[src/inc/rtcc_consts.vh]
// constants for the time and date counter block
`ifndef RTCC_CONSTS_VH
`define RTCC_CONSTS_VH
`define RTCC_ADDR_SCRATCH 8'h03
`define RTCC_ADDR_SECONDS 8'h04
`define RTCC_ADDR_MINUTES 8'h05
`define RTCC_ADDR_HOURS 8'h06
`define RTCC_ADDR_DAYS 8'h07
`define RTCC_ADDR_WEEKDAYS 8'h08
`define RTCC_RST_SCRATCH 8'h00
`define RTCC_RST_SECONDS 7'h00
`define RTCC_RST_MINUTES 7'h00
`define RTCC_RST_HOURS 6'h00
`define RTCC_RST_DAYS 6'h01
`define RTCC_RST_WEEKDAYS 3'h6
`define RTCC_RST_OSC_STOP 1'b1
`define RTCC_OSC_STOP_BIT 7
`define RTCC_MERIDIEM_BIT 5
`define RTCC_SEC_MAX 8'h59
`define RTCC_MIN_MAX 8'h59
`define RTCC_H24_MAX 8'h23
`define RTCC_H12_MAX 8'h12
`define RTCC_H12_LAST_AM 5'h11
`define RTCC_ZERO 8'h00
`define RTCC_ONE 8'h01
`define RTCC_WD_MAX 3'h6
`define RTCC_WD_FIRST 3'h0
`define RTCC_FEB 5'h02
`define RTCC_APR 5'h04
`define RTCC_JUN 5'h06
`define RTCC_SEP 5'h09
`define RTCC_NOV 5'h11
`define RTCC_DAYS_28 8'h28
`define RTCC_DAYS_29 8'h29
`define RTCC_DAYS_30 8'h30
`define RTCC_DAYS_31 8'h31
`endif

[src/hw/rtcc_top.v]
// time of day and day counters with scratch byte and oscillator stop flag
`timescale 1ns/1ps
`include "rtcc_consts.vh"

////////////////////////////////////////////////////////////////////////////////
// Operation
// - scratch byte at 03h, resets zero
// - seconds bit 7 is oscillator stop flag
// - flag set while oscillator not running
// - flag stays set until host write clears
// - seconds bcd, tens 0-5, units 0-9
// - minutes bcd at 05h, bit 7 zero
// - 12-hour: meridiem bit 5, tens bit 4
// - 24-hour: tens bits 5-4, default zero
// - hour format chosen by control select bit
// - day of month bcd at 07h, default 1
// - year divisible by four gives february 29
// - weekday 0-6 at 08h, default saturday
// - counters frozen while host access in progress
// - one pending tick kept, applied after access
// - month end wrap pulses month_carry for one cycle
module rtcc_top (
  input wire clk,
  input wire rst,
  input wire tick_1hz,
  input wire osc_running,
  input wire hour_12_mode,
  input wire [4:0] month_bcd,
  input wire [7:0] year_bcd,
  input wire acc_busy,
  input wire wr_strobe,
  input wire rd_strobe,
  input wire [7:0] addr,
  input wire [7:0] wdata,
  output reg [7:0] rdata,
  output reg month_carry
);

  ////////////////////////////////////////////////////////////////////////////
  // state
  reg [7:0] scratch;
  reg osc_stop_flag;
  reg [6:0] seconds;
  reg [6:0] minutes;
  reg [5:0] hours;
  reg [5:0] days;
  reg [2:0] weekday;
  reg pending;

  wire wr_sec = wr_strobe && (addr == `RTCC_ADDR_SECONDS);
  wire wr_min = wr_strobe && (addr == `RTCC_ADDR_MINUTES);
  wire wr_hr = wr_strobe && (addr == `RTCC_ADDR_HOURS);
  wire wr_day = wr_strobe && (addr == `RTCC_ADDR_DAYS);
  wire wr_wd = wr_strobe && (addr == `RTCC_ADDR_WEEKDAYS);

  ////////////////////////////////////////////////////////////////////////////
  // calendar helpers
  function leap_year;
    input [7:0] yr;
    begin
      // bcd: even tens need units 0/4/8, odd tens need units 2/6
      if (yr[4] == 1'b0) begin
        leap_year = (yr[3:0] == 4'h0) || (yr[3:0] == 4'h4) || (yr[3:0] == 4'h8);
      end else begin
        leap_year = (yr[3:0] == 4'h2) || (yr[3:0] == 4'h6);
      end
    end
  endfunction

  function [7:0] month_len;
    input [4:0] mon;
    input leap;
    begin
      case (mon)
        `RTCC_FEB: month_len = leap ? `RTCC_DAYS_29 : `RTCC_DAYS_28;
        `RTCC_APR: month_len = `RTCC_DAYS_30;
        `RTCC_JUN: month_len = `RTCC_DAYS_30;
        `RTCC_SEP: month_len = `RTCC_DAYS_30;
        `RTCC_NOV: month_len = `RTCC_DAYS_30;
        default: month_len = `RTCC_DAYS_31;
      endcase
    end
  endfunction

  ////////////////////////////////////////////////////////////////////////////
  // next values of each counter
  wire [7:0] sec_next;
  wire sec_wrap;
  wire [7:0] min_next;
  wire min_wrap;
  wire [7:0] h24_next;
  wire h24_wrap;
  wire [7:0] h12_next;
  wire [7:0] day_next;
  wire day_wrap;
  wire [7:0] day_limit = month_len(month_bcd, leap_year(year_bcd));

  rtcc_bcd_step u_sec (
    .cur({1'b0, seconds}),
    .max_val(`RTCC_SEC_MAX),
    .min_val(`RTCC_ZERO),
    .nxt(sec_next),
    .wrap(sec_wrap)
  );

  rtcc_bcd_step u_min (
    .cur({1'b0, minutes}),
    .max_val(`RTCC_MIN_MAX),
    .min_val(`RTCC_ZERO),
    .nxt(min_next),
    .wrap(min_wrap)
  );

  rtcc_bcd_step u_h24 (
    .cur({2'b00, hours}),
    .max_val(`RTCC_H24_MAX),
    .min_val(`RTCC_ZERO),
    .nxt(h24_next),
    .wrap(h24_wrap)
  );

  // 12-hour count runs 12, 1 .. 11; meridiem handled alongside
  rtcc_bcd_step u_h12 (
    .cur({3'b000, hours[4:0]}),
    .max_val(`RTCC_H12_MAX),
    .min_val(`RTCC_ONE),
    .nxt(h12_next),
    .wrap()
  );

  rtcc_bcd_step u_day (
    .cur({2'b00, days}),
    .max_val(day_limit),
    .min_val(`RTCC_ONE),
    .nxt(day_next),
    .wrap(day_wrap)
  );

  ////////////////////////////////////////////////////////////////////////////
  // ripple of one increment
  wire do_step = !acc_busy && (tick_1hz || pending);
  wire h12_at_11 = (hours[4:0] == `RTCC_H12_LAST_AM);
  wire hr_carry_in = sec_wrap && min_wrap;
  wire day_carry_in = hr_carry_in &&
    (hour_12_mode ? (h12_at_11 && hours[`RTCC_MERIDIEM_BIT]) : h24_wrap);
  wire month_carry_in = day_carry_in && day_wrap;

  reg [5:0] hours_stepped;
  always @* begin
    if (hour_12_mode) begin
      hours_stepped = {hours[`RTCC_MERIDIEM_BIT] ^ h12_at_11, h12_next[4:0]};
    end else begin
      hours_stepped = h24_next[5:0];
    end
  end

  ////////////////////////////////////////////////////////////////////////////
  // registers
  always @(posedge clk) begin
    if (rst) begin
      scratch <= `RTCC_RST_SCRATCH;
      osc_stop_flag <= `RTCC_RST_OSC_STOP;
      seconds <= `RTCC_RST_SECONDS;
      minutes <= `RTCC_RST_MINUTES;
      hours <= `RTCC_RST_HOURS;
      days <= `RTCC_RST_DAYS;
      weekday <= `RTCC_RST_WEEKDAYS;
      pending <= 1'b0;
      month_carry <= 1'b0;
    end else begin
      // at most one tick remembered; a second during access is lost.
      // a tick landing on the edge that drains the pending one is kept
      if (tick_1hz && (acc_busy || pending)) begin
        pending <= 1'b1;
      end else if (do_step) begin
        pending <= 1'b0;
      end
      month_carry <= do_step && month_carry_in;
      if (wr_strobe && (addr == `RTCC_ADDR_SCRATCH)) begin
        scratch <= wdata;
      end
      // stopped oscillator wins over a clearing write
      if (!osc_running) begin
        osc_stop_flag <= 1'b1;
      end else if (wr_sec) begin
        osc_stop_flag <= wdata[`RTCC_OSC_STOP_BIT];
      end
      if (wr_sec) begin
        seconds <= wdata[6:0];
      end else if (do_step) begin
        seconds <= sec_next[6:0];
      end
      if (wr_min) begin
        minutes <= wdata[6:0];
      end else if (do_step && sec_wrap) begin
        minutes <= min_next[6:0];
      end
      if (wr_hr) begin
        hours <= wdata[5:0];
      end else if (do_step && hr_carry_in) begin
        hours <= hours_stepped;
      end
      if (wr_day) begin
        days <= wdata[5:0];
      end else if (do_step && day_carry_in) begin
        days <= day_next[5:0];
      end
      if (wr_wd) begin
        weekday <= wdata[2:0];
      end else if (do_step && day_carry_in) begin
        weekday <= (weekday >= `RTCC_WD_MAX) ? `RTCC_WD_FIRST : weekday + 3'h1;
      end
    end
  end

  ////////////////////////////////////////////////////////////////////////////
  // read port; unused bits and unmapped addresses read zero
  always @(posedge clk) begin
    if (rst) begin
      rdata <= `RTCC_ZERO;
    end else if (rd_strobe) begin
      case (addr)
        `RTCC_ADDR_SCRATCH: rdata <= scratch;
        `RTCC_ADDR_SECONDS: rdata <= {osc_stop_flag, seconds};
        `RTCC_ADDR_MINUTES: rdata <= {1'b0, minutes};
        `RTCC_ADDR_HOURS: rdata <= {2'b00, hours};
        `RTCC_ADDR_DAYS: rdata <= {2'b00, days};
        `RTCC_ADDR_WEEKDAYS: rdata <= {5'h00, weekday};
        default: rdata <= `RTCC_ZERO;
      endcase
    end
  end

endmodule // rtcc_top

[src/hw/rtcc_bcd_step.v]
// bcd counter step with wrap between a lowest and a highest value
`timescale 1ns/1ps
module rtcc_bcd_step (
  input wire [7:0] cur,
  input wire [7:0] max_val,
  input wire [7:0] min_val,
  output reg [7:0] nxt,
  output reg wrap
);
  // >= so an illegal written value still falls back into range
  always @* begin
    wrap = (cur >= max_val);
    if (wrap) begin
      nxt = min_val;
    end else if (cur[3:0] >= 4'h9) begin
      nxt = {cur[7:4] + 4'h1, 4'h0};
    end else begin
      nxt = {cur[7:4], cur[3:0] + 4'h1};
    end
  end
endmodule // rtcc_bcd_step

[config.mk]
export PLATFORM = sky130hd
export DESIGN_NAME = rtcc_top
export DESIGN_NICKNAME = d
export VERILOG_FILES = /design/src/hw/rtcc_top.v /design/src/hw/rtcc_bcd_step.v
export VERILOG_INCLUDE_DIRS = /design/src /design/src/inc
export SDC_FILE = /design/constraint.sdc
export NUM_CORES = 1
export LEC_CHECK = 0
export ABC_AREA = 1
export BUFFER_PORTS_ARGS = -buffer_cell sky130_fd_sc_hd__buf_2
export CAP_MARGIN = 10
export CORE_UTILIZATION = 50
export CTS_BUF_LIST = sky130_fd_sc_hd__clkbuf_4 sky130_fd_sc_hd__clkbuf_8
export DETAILED_ROUTE_END_ITERATION = 16
export GPL_TIMING_DRIVEN = 0
export PLACE_DENSITY = 0.77
export SYNTH_ARGS = -nofsm -noshare
export SYNTH_HDL_FRONTEND = slang
export SYNTH_SLANG_ARGS = --single-unit
[constraint.sdc]
create_clock -name clk -period 3.2 [get_ports clk]
set_input_delay 0.48 -clock clk [delete_from_list [all_inputs] [get_ports clk]]
set_output_delay 0.48 -clock clk [all_outputs]
set_load 0.02 [all_outputs]
==> results.env, run 1 <==
RUN_STATUS='finished, final reports clean'
NUMCTSBUFFERS=5
FIRSTDRTPASSITERS=5
DR.FIRST_ITER.DRC_COUNT=204
CTS.SINK_COUNT=48
CLOCKROOTBUFFER='sky130_fd_sc_hd__clkbuf_8'
TIMING.FINAL.MAX_SLEW_VIOLATIONS=0
FINAL_ANTENNA_NET_COUNT=0
CTSHOLDBUFFERS=0
CRITPATHKIND='flop to flop'
SETUP.WORST_PATH.END_CLASS='flop'
CP-START-KIND='flop'
CORE_OUTLINE_AREA_SQ_UM=6530
TRITONCTS='built'
WORST-ENDPOINT-REQUIRED_NS=3.41
ROUTEDWLPERCELL_MICRONS=13.4
REPORT.FINAL.HOLD_VIOL_COUNT=0
SYNTH_FA_HA_AREA_FRAC=0.0866
AVGVIACOUNTPERCELL=5.42
YS_FF_LATCH=48
MAX_SLEW_MARGIN=0.643
IOPINCOUNT=46
LAYOUT.CELLS.MOST_COMMON_LIST='sky130_fd_sc_hd__nand2_1, sky130_fd_sc_hd__inv_1, sky130_fd_sc_hd__nor2_1, sky130_fd_sc_hd__dfxtp_1, sky130_fd_sc_hd__buf_2'
SYN-CELL-AREA_SQ_UM=3470
PLACE.PORT_BUFFERS=41
PLACED_CELLS_INCL_TAPS=656
YOSYS.AREA_SHARE.XOR_XNOR=0.0278
POWER_DENSITY_nW_PER_UM2=286
SYN_TO_FINAL_GROWTH_PCT=11.5
YOSYSUNIQUECELLTYPES=36
FINAL_WEIGHTED_CONGESTION_OF_ROUTABILITY_DRIVEN_GLOBAL_PLACEMENT=0.928
POST_SYNTH_AND_OR_NAND_NOR_AREA_FRACTION=0.354
HTREE_NUM_LEVELS=2
CLOCK_SLEW_SEEN_BY_THE_REGISTERS_OF_THE_WORST_SETUP_AND_HOLD_PATHS_NS=0.10
CP_CELL_SEQUENCE='inv_1, ha_1, inv_1, nor4_1, ha_1, or2_2, nand2_1, inv_1, nand2_4, nand2_4, a21oi_1, nor2_1'
GRT_PASS1_VIAS=3190
FINAL_LAYOUT_SIZE_SUFFIX_GT1_FRAC=0.152
GRT_MAX_DEGREE=15
CHIPHEIGHT_MICRONS=85.3
HOLD-PATH-CELL-COUNT=2
LAYOUT_MIN_CYCLE_TIME_NS=1.98
WORST-SLEW-PIN-TRANSITION_NS=0.535
FMAX_MHz=504
FLOORPLAN.DIE.WIDTH_MICRONS=85.3
GRT_UTIL_ALL_LAYERS=0.253
NFILLCELLS=639
SYN_INST=538
FINALPOWER_W=0.00111
YOSYS_WARNINGS=0
POWER.LEAKAGE_nW=1.91
SETUP_VIOLATIONS=0
YOSYS-MUX-AREA-FRACTION=0
FLOORPLAN.ROWS=29
SETUP.REG_TO_REG.WORST_SLACK_NS=1.22
POST_LAYOUT_UTILIZATION_OF_THE_CORE=0.592
TIMING.SETUP.TNS_NS=0
GRT_FIRST_PASS_WIRELENGTH_MICRONS=14800
NUMBER_OF_CELLS_ON_THE_WORST_REG_TO_REG_PATH=12
FIN_WORST_SKEW_NS=0.0142
SYNTH_SEQUENTIAL_AREA_RATIO=0.277
RSZ_0062_RAISED_AFTER_GLOBAL_ROUTING='no'
CAP_VIOLATIONS=0
DIE-AREA_SQ_UM=7270
COMPOUND_GATE_PORTION_OF_THE_SYNTHESIZED_AREA=0.154
FLOORPLAN.INITIALDENSITY=0.531
LARGEST_INCREMENTAL_DELAY_ON_THE_CRITICAL_PATH_NS=0.42
CP_SLOWEST_CELL='sky130_fd_sc_hd__dfxtp_1'
WORST-PATH-MAX-FANOUT=9
FINALCRITPERIODSHARE=0.620
MAX-VDD-IR-DROP_V=0.000215
GLOBAL_ROUTE.OVERFLOW_TOTAL=0
POSTCTSSETUPREPAIRBUFS=0
CTSRESIZECOUNT=0
COMBINATIONAL_FAMILY_WITH_THE_MOST_AREA_AFTER_SYNTHESIS='simple AND/OR/NAND/NOR gates'
HPWL_MICRONS=6990
TOTALWIRELENGTH_MICRONS=8890
FINAL_NET_COUNT=647
FINALHOLDWORSTSLACK_NS=0.377
ARRIVAL_NS=2.19
LAYOUT_COMMONEST_CELL='sky130_fd_sc_hd__nand2_1'
CTS_BUFFER_DEPTH=2
WORSTSKEWPAIRLATENCY_NS=0.30
NUMBER_OF_ANTENNA_VIOLATIONS_AT_THE_FIRST_CHECK_IN_GLOBAL_ROUTING=0
DRC_ERRORS=0
ROUTE.VIAS.TOTAL=3596
INSERTEDDIODECOUNT=0
POST_ROUTE_NON_FILLER_STANDARD_CELL_COUNT=664
HP-CLASS='input pin to flop'
POST_SYNTH.CELL_AREA_AVG_SQ_UM=6.45
CELL_REPEATED_MOST_ALONG_THE_WORST_PATH='sky130_fd_sc_hd__inv_1'
MAPPEDNETLISTNETS=599
## synthesized netlist by cell type (all sizes together)
cell	instances	area, sq um
inv	76	285
o211ai	6	45.0
nor4	1	6.26
xnor2	5	43.8
o21ai	37	185
clkbuf	3	11.3
a31oi	3	18.8
o31ai	1	7.51
nand3b	3	22.5
nor2	64	275
a21oi	40	204
o21a	2	15.0
nand3	37	195
nand4	7	43.8
buf	7	52.5
o221ai	2	17.5
dfxtp	48	961
ha	24	300
or2	3	18.8
xor2	6	52.6
o2111ai	1	8.76
nor3	7	51.3
o22ai	5	31.3
nand2	150	616
## where the power goes
| group | internal [W] | total [W] | switching, W |
|---|---|---|---|
| clock | 0.000185 | 0.000398 | 0.000213 |
| sequential | 0.000602 | 0.000606 | 0.00000453 |
| combinational | 0.0000352 | 0.000102 | 0.0000671 |
| total | 0.000822 | 0.00111 | 0.000285 |
## layout make-up
type,instances,area [sq um],share of cell area
multi-input cells,404,2160,0.558
flip-flops and latches,48,961,0.248
inverters,76,285,0.0738
repair buffers,41,205,0.0531
well taps,77,96.3,0.0249
clock buffers,7,90.1,0.0233
plain buffers,10,63.8,0.0165
clock inverters,1,7.51,0.00194
## metal layers
metal,routed length [microns],global-route usage,vias up,part of all wire
met5,0,0,-,0
met3,536,0.0409,6,0.060
met1,4140,0.341,1643,0.47
met2,4150,0.430,118,0.47
li1,-,-,1829,-
met4,61,0.0485,0,0.0069
## worst paths after layout
path,start,endpoint
setup / recovery,hours[1],days[5]
hold / removal,osc_running,osc_stop_flag
setup reg to reg,hours[1],days[5]
hold reg to reg,rdata[4],rdata[4]
## metrics by stage
step | instance area [sq um] | worst slack (ns)
finish | 3870 | 1.22
detailed placement | 3770 | 0.900
global route | 3870 | 0.897
global placement | 3770 | 0.976
floorplan | 3470 | 1.24
CTS | 3870 | 1.22
## critical path, delay by kind of cell (launching register included)
family                   cells  cell delay [ns]
AND/OR/NAND/NOR              6             0.69
AO/OA/AOI/OAI                1             0.15
flip-flops                   1             0.42
buffers and inverters        3             0.27
adder cells (fa/ha/maj)      2             0.38
## cell families (layout without fill, tap and decap cells)
family          Yosys count  count (layout)
flops                    48              48
compound gates           97              97
xor+xnor                 11              11
simple gates            272             272
buf+inv                  86             135
fa+ha+maj                24              24
## registers in the layout, indices dropped and copies added, names as in the netlist, 3 cells and up
name / flops
days: 6
seconds: 7
weekday: 3
scratch: 8
rdata: 8
hours: 6
minutes: 7
(Power assumes the default switching activity.)
==> inputs of run 2 (changes only) <==
==> constraint.sdc (replaced) <==
create_clock -name clk -period 1.9 [get_ports clk]
set_input_delay 0.285 -clock clk [delete_from_list [all_inputs] [get_ports clk]]
set_output_delay 0.285 -clock clk [all_outputs]
set_load 0.02 [all_outputs]
==> results.env, run 2 (synthesized netlist as in run 1, its figures left out) <==
RUN_STATUS='finished, final reports clean'
ROUTEDWLPERCELL_MICRONS=13.6  # +1.5%
ROUTE.VIAS.TOTAL=3650  # +1.5%
GRT_UTIL_ALL_LAYERS=0.253  # unchanged
FLOORPLAN.INITIALDENSITY=0.531  # unchanged
REG_TOP3='rdata: 8 flops, scratch: 8 flops'
LAYOUT_MIN_CYCLE_TIME_NS=1.84  # -0.143 ns
CP_SLOWEST_CELL='sky130_fd_sc_hd__dfxtp_4'
RSZ_0062_RAISED_AFTER_GLOBAL_ROUTING='yes'
CLOCK_SLEW_SEEN_BY_THE_REGISTERS_OF_THE_WORST_SETUP_AND_HOLD_PATHS_NS=0.10  # about the same
NUMBER_OF_ANTENNA_VIOLATIONS_AT_THE_FIRST_CHECK_IN_GLOBAL_ROUTING=0  # unchanged
FIRSTDRTPASSITERS=5  # unchanged
FIN_WORST_SKEW_NS=0.0133  # -0.000889 ns
LAYOUT.CELLS.MOST_COMMON_LIST='sky130_fd_sc_hd__nand2_1, sky130_fd_sc_hd__inv_1, sky130_fd_sc_hd__nor2_1, sky130_fd_sc_hd__buf_2, sky130_fd_sc_hd__dfxtp_1'
FINAL_LAYOUT_SIZE_SUFFIX_GT1_FRAC=0.196  # +0.0440
INSERTEDDIODECOUNT=0  # unchanged
HTREE_NUM_LEVELS=2  # unchanged
AVGVIACOUNTPERCELL=5.45  # +0.59%
FINAL_DESIGN_AREA_NO_FILL_SQ_UM=3990  # +3.1%
FLOORPLAN.DIE.WIDTH_MICRONS=85.3  # unchanged
GLOBAL_ROUTE.OVERFLOW_TOTAL=0  # unchanged
CELL_REPEATED_MOST_ALONG_THE_WORST_PATH='sky130_fd_sc_hd__inv_2'
NUMBER_OF_CELLS_ON_THE_WORST_REG_TO_REG_PATH=12  # unchanged
WORST-ENDPOINT-REQUIRED_NS=2.14  # -1.27 ns
GRT_MAX_DEGREE=15  # unchanged
LARGEST_INCREMENTAL_DELAY_ON_THE_CRITICAL_PATH_NS=0.37  # -0.05 ns
FINALPOWER_W=0.00187  # +69%
DPL_WORST_SLACK_NS=-0.205  # -1.10 ns
MAX_SLEW_MARGIN=0.644  # +0.00120
SETUP_VIOLATIONS=0  # unchanged
HOLD-PATH-CELL-COUNT=2  # unchanged
FMAX_MHz=543  # +7.8%
CP-START-KIND='flop'
TIMING.FINAL.MAX_SLEW_VIOLATIONS=0  # unchanged
DR.FIRST_ITER.DRC_COUNT=242  # +19%
CP_CELL_SEQUENCE='inv_2, ha_2, inv_2, nor4_2, ha_1, or2_2, nand2_2, inv_1, nand2_4, buf_4, nand3_1, a21oi_1'
SETUP.WORST_PATH.END_CLASS='flop'
ARRIVAL_NS=2.08  # -0.11 ns
FINAL_ANTENNA_NET_COUNT=0  # unchanged
TOTALWIRELENGTH_MICRONS=9100  # +2.4%
FIN_WS_NS=0.0594  # -1.16 ns
CHIPHEIGHT_MICRONS=85.3  # unchanged
MAX-VDD-IR-DROP_V=0.000364  # +69%
WORST-PATH-MAX-FANOUT=7  # -2
FINALHOLDWORSTSLACK_NS=0.181  # -0.195 ns
PLACEDINSTANCEAREA_SQ_UM=3770  # unchanged
POWER.LEAKAGE_nW=1.95  # +2.1%
FINALCRITPERIODSHARE=0.969  # +0.349
NFILLCELLS=627  # -1.9%
GRT_PASS1_VIAS=3190  # unchanged
IOPINCOUNT=46  # unchanged
SYN_TO_FINAL_GROWTH_PCT=15.0
CORE_OUTLINE_AREA_SQ_UM=6530  # unchanged
HPWL_MICRONS=6990  # unchanged
NUMCTSBUFFERS=5  # unchanged
CLOCKROOTBUFFER='sky130_fd_sc_hd__clkbuf_8'
TRITONCTS='built'
CTS.SINK_COUNT=48  # unchanged
LAYOUT_COMMONEST_CELL='sky130_fd_sc_hd__nand2_1'
FINAL_NET_COUNT=653  # +0.93%
CRITPATHKIND='flop to flop'
GRT_FIRST_PASS_WIRELENGTH_MICRONS=14800  # unchanged
CTS_BUFFER_DEPTH=2  # unchanged
WORST-SLEW-PIN-TRANSITION_NS=0.534  # -0.00181 ns
WORSTSKEWPAIRLATENCY_NS=0.30  # about the same
FLOORPLAN.ROWS=29  # unchanged
CAP_VIOLATIONS=0  # unchanged
DIE-AREA_SQ_UM=7270  # unchanged
DRC_ERRORS=0  # unchanged
POWER_DENSITY_nW_PER_UM2=468  # +64%
PLACE.PORT_BUFFERS=41  # unchanged
HP-CLASS='input pin to flop'
FINAL_WEIGHTED_CONGESTION_OF_ROUTABILITY_DRIVEN_GLOBAL_PLACEMENT=0.928  # unchanged
REPORT.FINAL.HOLD_VIOL_COUNT=0  # unchanged
## run 2: cell types whose count changed in the layout (fill, tap and decap cells not counted), sizes merged
| cell | change |
|---|---|
| nand2 | +1 |
| buf | +5 |
## run 2: through the flow
| step | setup TNS (ns) | util | cells |
|---|---|---|---|
| 6_report | 0 | 0.611 | 670 |
| 3_5_place_dp | -0.684 | 0.577 | 656 |
| 2_1_floorplan | 0 | - | 538 |
| 3_3_place_gp | -0.336 | 0.577 | 656 |
| 5_1_grt | -0.0160 | 0.611 | 670 |
| 4_1_cts | 0 | 0.593 | 664 |
## run 2: per-layer routing
metal  global-route usage  up-vias  wire [microns]
met5                    0        -               0
met1                0.341     1665            4170
met3               0.0409       10             557
met2                0.430      121            4280
li1                     -     1854               -
met4               0.0485        0              97
## run 2: final timing paths
check / start / endpoint / slack (ns)
min reg2reg: rdata[4] / rdata[4] / 0.47
max: hours[1] / days[2] / 0.06
max reg2reg: hours[1] / days[2] / 0.06
min: osc_running / osc_stop_flag / 0.18
## run 2: area by class of cell
type	count	area [sq um]	share of cell area
tap	77	96.3	0.0242
buffer	10	63.8	0.0160
clock inverter	1	7.51	0.00188
timing repair buffer	46	243	0.0609
clock buffer	7	90.1	0.0226
sequential	48	970	0.243
multi-input combinational	405	2230	0.560
inverter	76	285	0.0715
## run 2: where the power goes
part / switching, W / internal [W]
Sequential: 0.00000774 / 0.00101
Combinational: 0.000115 / 0.0000603
Clock: 0.000361 / 0.000311
Total: 0.000483 / 0.00138
## run 2: worst max-delay path, delay by kind of cell (launching register included)
family / cells / cell delay (ns)
AOI/OAI and AO/OA: 1 / 0.14
and+or+nand+nor: 5 / 0.60
DFF: 1 / 0.37
adders and majority gates: 2 / 0.36
buffers and inverters: 4 / 0.32
## run 2: what timing repair did
item / 4_1_cts / 5_1_grt
setup buffers: 0 / 5
pin swaps: 0 / 7
hold buffers: 0 / 0
gates cloned: 0 / 1
gates resized for setup: 2 / 23
endpoints found under the setup margin: 9 / 11
